==> src/logic/spsc_pkg.sv <==
// Behaviour
// - The serial port sends and receives 19200 baud characters with 8 data bits, no parity, 1 stop bit.
// - No flow control is used; characters are taken with no handshake.
// - A valid command byte is sent back unchanged to its sender (the code drops it if a newer command comes before its send starts).
// - Bytes 0x10 to 0x1F select computer port byte minus 0x0F, ports 1 to 16.
// - Byte 0x71 selects channel zero: no port connected and video off.
// - Each channel switch sends the command byte of the new channel on the serial port (the code drops it if a newer switch comes before its send starts).
// - The same command bytes a switching unit emits make this unit follow it.
package spsc_pkg;
  localparam int unsigned CLK_HZ = 250000000;
  localparam int unsigned BAUD_BPS = 19200;
  localparam int unsigned BIT_CYC = (CLK_HZ + BAUD_BPS / 2) / BAUD_BPS;
  localparam int unsigned DATA_BITS = 8;
  localparam logic [7:0] CMD_PORT_LO = 8'h10;
  localparam logic [7:0] CMD_PORT_HI = 8'h1F;
  localparam logic [7:0] CMD_VIDEO_OFF = 8'h71;
  localparam logic [4:0] CHAN_NONE = 5'h00;
  localparam logic [7:0] PORT_BASE = 8'h0F;

  typedef struct packed {
    logic [4:0] chan;
    logic video_on;
  } spsc_sel_s;

  typedef enum logic [3:0] {
    RX_IDLE = 4'h1,
    RX_START = 4'h2,
    RX_DATA = 4'h4,
    RX_STOP = 4'h8
  } spsc_rx_e;

  typedef enum logic [2:0] {
    TX_IDLE = 3'h1,
    TX_SHIFT = 3'h2,
    TX_STOP = 3'h4
  } spsc_tx_e;
endpackage

==> src/logic/spsc_top.sv <==
`timescale 1ns/10ps
`default_nettype none
module spsc_top #(
  parameter int unsigned BIT_CYCLES = spsc_pkg::BIT_CYC
) (
  input wire logic clock_i, // 250 MHz system clock
  input wire logic srst_i, // synchronous reset, active high
  input wire logic rxd_i, // serial data in, idle high
  output logic txd_o, // serial data out, idle high
  output spsc_pkg::spsc_sel_s sel_o, // selected channel and video enable
  output logic rx_err_o // one-cycle pulse on bad stop bit
);
  import spsc_pkg::*;

  localparam int unsigned CW = $clog2(BIT_CYCLES + 1);
  localparam logic [CW-1:0] FULL_BIT = CW'(BIT_CYCLES - 1);
  localparam logic [CW-1:0] HALF_BIT = CW'(BIT_CYCLES / 2 - 1);
  localparam logic [2:0] LAST_BIT = 3'(DATA_BITS - 1);

  // input is already synchronous; one register still cleans the edge timing
  logic rxd_reg;
  spsc_rx_e rx_st_reg, rx_st_next;
  logic [CW-1:0] rx_cnt_reg, rx_cnt_next;
  logic [2:0] rx_bit_reg, rx_bit_next;
  logic [7:0] rx_sh_reg, rx_sh_next;
  logic rx_done_reg, rx_done_next;
  logic rx_err_reg, rx_err_next;

  always_comb begin
    rx_st_next = rx_st_reg;
    rx_cnt_next = rx_cnt_reg;
    rx_bit_next = rx_bit_reg;
    rx_sh_next = rx_sh_reg;
    rx_done_next = 1'b0;
    rx_err_next = 1'b0;
    case (rx_st_reg)
      RX_IDLE: begin
        if (!rxd_reg) begin // no handshake, any falling edge starts a frame
          rx_st_next = RX_START;
          rx_cnt_next = HALF_BIT;
        end
      end
      RX_START: begin
        if (rx_cnt_reg != '0) begin
          rx_cnt_next = rx_cnt_reg - 1'b1;
        end else if (rxd_reg) begin
          rx_st_next = RX_IDLE; // glitch, not a start bit
        end else begin
          rx_st_next = RX_DATA;
          rx_cnt_next = FULL_BIT;
          rx_bit_next = '0;
        end
      end
      RX_DATA: begin
        if (rx_cnt_reg != '0) begin
          rx_cnt_next = rx_cnt_reg - 1'b1;
        end else begin
          rx_sh_next = {rxd_reg, rx_sh_reg[7:1]}; // lsb first
          rx_cnt_next = FULL_BIT;
          rx_bit_next = rx_bit_reg + 1'b1;
          if (rx_bit_reg == LAST_BIT) begin
            rx_st_next = RX_STOP;
          end
        end
      end
      RX_STOP: begin
        if (rx_cnt_reg != '0) begin
          rx_cnt_next = rx_cnt_reg - 1'b1;
        end else begin
          rx_st_next = RX_IDLE;
          rx_done_next = rxd_reg; // bad stop bit drops the byte
          rx_err_next = !rxd_reg;
        end
      end
      default: rx_st_next = RX_IDLE;
    endcase
  end

  always_ff @(posedge clock_i) begin
    if (srst_i) begin
      rxd_reg <= 1'b1;
      rx_st_reg <= RX_IDLE;
      rx_cnt_reg <= '0;
      rx_bit_reg <= '0;
      rx_sh_reg <= '0;
      rx_done_reg <= 1'b0;
      rx_err_reg <= 1'b0;
    end else begin
      rxd_reg <= rxd_i;
      rx_st_reg <= rx_st_next;
      rx_cnt_reg <= rx_cnt_next;
      rx_bit_reg <= rx_bit_next;
      rx_sh_reg <= rx_sh_next;
      rx_done_reg <= rx_done_next;
      rx_err_reg <= rx_err_next;
    end
  end

  // decode and channel select
  logic is_port, is_off, cmd_ok;
  spsc_sel_s sel_reg, sel_next;
  logic echo_pend_reg, echo_pend_next;
  logic [7:0] echo_byte_reg, echo_byte_next;
  logic tx_take;

  assign is_port = (rx_sh_reg >= CMD_PORT_LO) && (rx_sh_reg <= CMD_PORT_HI);
  assign is_off = (rx_sh_reg == CMD_VIDEO_OFF);
  assign cmd_ok = rx_done_reg && (is_port || is_off);

  always_comb begin
    sel_next = sel_reg;
    echo_pend_next = echo_pend_reg && !tx_take;
    echo_byte_next = echo_byte_reg;
    if (cmd_ok) begin // other codes fall through untouched
      if (is_port) begin
        sel_next.chan = 5'(rx_sh_reg - PORT_BASE);
        sel_next.video_on = 1'b1;
      end else begin
        sel_next.chan = CHAN_NONE;
        sel_next.video_on = 1'b0;
      end
      // the echo and the switch announce are the same byte, so one send covers both
      echo_pend_next = 1'b1;
      echo_byte_next = rx_sh_reg;
    end
  end

  always_ff @(posedge clock_i) begin
    if (srst_i) begin
      sel_reg <= '{chan: CHAN_NONE, video_on: 1'b0};
      echo_pend_reg <= 1'b0;
      echo_byte_reg <= '0;
    end else begin
      sel_reg <= sel_next;
      echo_pend_reg <= echo_pend_next;
      echo_byte_reg <= echo_byte_next;
    end
  end

  // transmitter; a newer command overwrites an echo not yet started
  spsc_tx_e tx_st_reg, tx_st_next;
  logic [CW-1:0] tx_cnt_reg, tx_cnt_next;
  logic [3:0] tx_bit_reg, tx_bit_next;
  logic [8:0] tx_sh_reg, tx_sh_next;
  logic txd_reg, txd_next;

  assign tx_take = (tx_st_reg == TX_IDLE) && echo_pend_reg;

  always_comb begin
    tx_st_next = tx_st_reg;
    tx_cnt_next = tx_cnt_reg;
    tx_bit_next = tx_bit_reg;
    tx_sh_next = tx_sh_reg;
    txd_next = txd_reg;
    case (tx_st_reg)
      TX_IDLE: begin
        txd_next = 1'b1;
        if (echo_pend_reg) begin
          tx_st_next = TX_SHIFT;
          tx_sh_next = {echo_byte_reg, 1'b0}; // start bit then lsb first
          tx_bit_next = '0;
          tx_cnt_next = FULL_BIT;
          txd_next = 1'b0;
        end
      end
      TX_SHIFT: begin
        if (tx_cnt_reg != '0) begin
          tx_cnt_next = tx_cnt_reg - 1'b1;
        end else begin
          tx_cnt_next = FULL_BIT;
          tx_sh_next = {1'b1, tx_sh_reg[8:1]};
          txd_next = tx_sh_reg[1];
          tx_bit_next = tx_bit_reg + 1'b1;
          if (tx_bit_reg == 4'(DATA_BITS)) begin
            tx_st_next = TX_STOP;
            txd_next = 1'b1; // single stop bit
          end
        end
      end
      TX_STOP: begin
        if (tx_cnt_reg != '0) begin
          tx_cnt_next = tx_cnt_reg - 1'b1;
        end else begin
          tx_st_next = TX_IDLE;
        end
      end
      default: tx_st_next = TX_IDLE;
    endcase
  end

  always_ff @(posedge clock_i) begin
    if (srst_i) begin
      tx_st_reg <= TX_IDLE;
      tx_cnt_reg <= '0;
      tx_bit_reg <= '0;
      tx_sh_reg <= '1;
      txd_reg <= 1'b1;
    end else begin
      tx_st_reg <= tx_st_next;
      tx_cnt_reg <= tx_cnt_next;
      tx_bit_reg <= tx_bit_next;
      tx_sh_reg <= tx_sh_next;
      txd_reg <= txd_next;
    end
  end

  assign txd_o = txd_reg;
  assign sel_o = sel_reg;
  assign rx_err_o = rx_err_reg;

  port_sel_a: assert property (@(posedge clock_i) disable iff (srst_i)
    rx_done_reg && is_port |=> sel_o.chan == 5'($past(rx_sh_reg) - PORT_BASE) && sel_o.video_on)
    else $error("port command did not select its port");
  video_off_a: assert property (@(posedge clock_i) disable iff (srst_i)
    rx_done_reg && is_off |=> sel_o.chan == CHAN_NONE && !sel_o.video_on)
    else $error("video off command not applied");
  bad_cmd_a: assert property (@(posedge clock_i) disable iff (srst_i)
    rx_done_reg && !is_port && !is_off && !echo_pend_reg |=> $stable(sel_o) && !echo_pend_reg)
    else $error("invalid byte changed state");
  echo_arm_a: assert property (@(posedge clock_i) disable iff (srst_i)
    cmd_ok |=> echo_pend_reg && echo_byte_reg == $past(rx_sh_reg))
    else $error("valid command not queued for echo");
  switch_tx_a: assert property (@(posedge clock_i) disable iff (srst_i)
    $changed(sel_o) |-> echo_pend_reg || tx_st_reg == TX_SHIFT)
    else $error("channel switch without transmit");
  stop_drop_a: assert property (@(posedge clock_i) disable iff (srst_i)
    rx_st_reg == RX_STOP && rx_cnt_reg == '0 && !rxd_reg |=> !rx_done_reg ##1 $stable(sel_o))
    else $error("bad stop bit byte decoded");
  tx_start_a: assert property (@(posedge clock_i) disable iff (srst_i)
    tx_take |=> !txd_o [*8])
    else $error("start bit too short");
  idle_line_a: assert property (@(posedge clock_i) disable iff (srst_i)
    tx_st_reg == TX_IDLE && !echo_pend_reg |=> txd_o)
    else $error("line not idle high");
endmodule
`default_nettype wire

==> config.mk <==
export PLATFORM = sky130hd
export DESIGN_NAME = spsc_top
export DESIGN_NICKNAME = d
export VERILOG_FILES = /design/src/logic/spsc_pkg.sv /design/src/logic/spsc_top.sv
export SDC_FILE = /design/constraint.sdc
export NUM_CORES = 1
export LEC_CHECK = 0
export BUFFER_PORTS_ARGS = -buffer_cell sky130_fd_sc_hd__buf_4
export CAP_MARGIN = 20
export CORE_UTILIZATION = 60
export DETAILED_ROUTE_END_ITERATION = 6
export GPL_TIMING_DRIVEN = 1
export PLACE_DENSITY = 0.77
export SYNTH_ARGS = -nofsm -noshare
export SYNTH_HDL_FRONTEND = slang
export SYNTH_SLANG_ARGS = --single-unit
export TNS_END_PERCENT = 20
==> constraint.sdc <==
create_clock -name clock_i -period 2.9 [get_ports clock_i]
set_clock_uncertainty 0.15 [all_clocks]
set_input_delay 0 -clock clock_i [delete_from_list [all_inputs] [get_ports clock_i]]
set_output_delay 0 -clock clock_i [all_outputs]
set_load 0.02 [all_outputs]
==> metrics.cfg <==
[place]
port-buffer-count = 10
hpwlAfterDp_um = 6000
routabilityCongestion = 0.938
dpl.cell_count = 560
place_area_um2 = 4190

[synthesis]
synth-xor-area-share_pct = 1.30
yosysTopAreaCellShare_pct = 38.2
yosys_warnings = 0
synth_compound_area_share_pct = 24.8
synth_edf_count = 0
synth_area_leaders = dfxtp_1 38%, a21oi_1 5.1%, nand2_1 4.6%
yosys-top-cells-count = 77 x dfxtp_1, 49 x nand2_1, 41 x a21oi_1, 37 x nor2_1, 25 x nand3_1
seq_area_frac_synth_pct = 38.2
synthAdderAreaFrac_pct = 3.10
syn_avg_cell_area_um2 = 8.28
synth_top_family_by_area = simple AND/OR/NAND/NOR gates
synth_cell_types = 74
synth_area_um2 = 4040
yosys-mux-area-fraction_pct = 1.98
yosysMostFrequentCell = dfxtp_1
async_flop_share_pct = 0
syn_nets = 501
ys_ff_latch = 77
synth_flop_cell = dfxtp_1
synth_top_area_cell = dfxtp_1
syn_inst = 488
synth-simple-area-share_pct = 26.1

[clock_network]
cts_tree = built
ctsResizeCount = 0
clock-sinks = 77
clkTransAtPathRegs_ps = 90
clkLatencyLatePin_ps = 350
htree_levels = 3
cts.path.max_buffers = 2
clockRootBuffer = clkbuf_8
cts_inserted_buffers = 9

[grt]
antenna_found_initial = 0
grt_max_degree = 60
met3_usage_pct = 5.24
gr-total-overflow = 0
grt_pass1_vias = 3394
grt_use_met1_pct = 33.9
gr-usage-all-layers_pct = 26.3
top_usage_layer = met2
grt_pass1_wl_um = 15200
met2_usage_pct = 44.3

[final_layout]
antenna_cells = 0
final-seq-area_um2 = 1540
drive_above_1_share_pct = 11.6
final_cells = 578
fin_util_pct = 68.4
nets = 509
fin_area_um2 = 4390
multi_input_area_um2 = 2320
area_growth_pct = 8.71
fillers = 530

[detailed_routing]
first_pass_iters = 7
drt-total-wl_um = 8920
drc = 2
drtIter0Drc = 131
ant_nets = 0
vias = 3668
wire_per_inst_um = 15.4
viasPerCell = 6.35

[setup_path]
startpoint_type = flop
critPathRequiredTime_ps = 3000
r2r_setup_slack_ps = 340
cp-endpoint = rx_cnt_reg[2]
worstReg2RegStart = rx_cnt_reg[0]
reg2reg_depth = 7
endpoint_kind = flop
crit_type = flop to flop
cp_max_fo = 9
cp.arrival_ps = 2660
timing.rr.end = rx_cnt_reg[2]
critical_path.startpoint = rx_cnt_reg[0]

[timing]
fin_crit_ps = 2560
finalSetupViolCount = 0
maxSlewHeadroom_pct = 43.5
finalHoldViolations = 0
rsz0062_at_grt = no
tightest_slew_ps = 845
setup_tns_ps = 0
period_share_pct = 88.4
fmax_ghz = 0.390
timing.final.max_slew_violations = 0

[die]
die_x_um = 84.0
dieArea_um2 = 7060
start_util_pct = 62.9
rows = 29
core_um2 = 6420
dieHeight_um = 84.0
io_pins = 11

[hold_path]
min_path_type = input pin to flop

[power_and_ir_drop]
peakVddDrop_mv = 0.441
leakagePower_nw = 1.50
powerDensity_nw_per_um2 = 593

[status]
status = finished, violations left
violations = DRC

[job]
cap_violations = 0

[worst max-delay path: stages, from the launching register on]
cell,delay (ps)
dfxtp_1,330
inv_1,90
ha_1,230
or4b_4,530
nor4_4,490
o32ai_1,310
o21a_1,180
o21a_1,150
[worst min-delay path by stage]
| stage | start | endpoint | cells after the start |
|---|---|---|---|
| 3_3_place_gp | rxd_i | rxd_reg | 2 |
| 3_5_place_dp | rxd_i | rxd_reg | 2 |
| 5_1_grt | rxd_i | rxd_reg | 3 |
| 2_1_floorplan | rxd_i | rxd_reg | 1 |
| 4_1_cts | rxd_i | rxd_reg | 3 |
| 6_report | rxd_i | rxd_reg | 3 |
[cell usage in the layout, fill, tap and decap left out, types with 5 or more instances in the layout]
cell type / instances
a211oi_1: 5
a21oi_1: 41
a31oi_1: 9
buf_4: 22
clkbuf_8: 9
dfxtp_1: 77
ha_1: 10
inv_1: 17
mux2i_1: 8
nand2_1: 49
nand2b_1: 5
nand3_1: 25
nand4_1: 10
nor2_1: 37
nor2b_1: 5
nor3_1: 24
nor4_1: 6
o211ai_1: 11
o21a_1: 7
o21ai_0: 22
or3_1: 7
xnor2_1: 5
[stage by stage]
step | power [W] | setup slack (ps) | hold WS, ps
finish | 0.00260 | 338 | 236
global route | 0.00273 | 140 | 215
CTS | 0.00260 | 330 | 222
detailed placement | 0.00185 | 338 | 38.9
global placement | 0.00185 | 403 | 35.7
floorplan | 0.00172 | 599 | -46.2
[cells by family after synthesis]
kind of cell	Yosys count
xor gates and xnor gates	6
buffers and inverters	45
adders and majority gates	10
AOI/OAI and AO/OA	143
DFF	77
muxes	8
and+or+nand+nor	199
[layer usage]
metal	wire length [um]	up-vias
met2	4250	104
met5	0	-
met1	4100	1740
met4	84	0
li1	-	1816
met3	483	8
[cell type report]
| type | instances | area share, % |
|---|---|---|
| inverter | 18 | 1.54 |
| multi-input combinational | 366 | 52.8 |
| clock inverter | 7 | 1.31 |
| tap | 77 | 2.19 |
| sequential | 77 | 35.1 |
| timing repair buffer | 24 | 4.22 |
| clock buffer | 9 | 2.82 |
[power breakdown]
group | internal (W) | switching [W]
Combinational | 0.000252 | 0.000400
Sequential | 0.00111 | 0.0000916
Clock | 0.000321 | 0.000428
Total | 0.00168 | 0.000919
[what timing repair did]
action / CTS / global route
endpoints found under the hold margin: 6 / 0
hold buffers: 2 / 0
setup buffers: 0 / 0
Note: power is estimated with default switching activity, not from simulation.
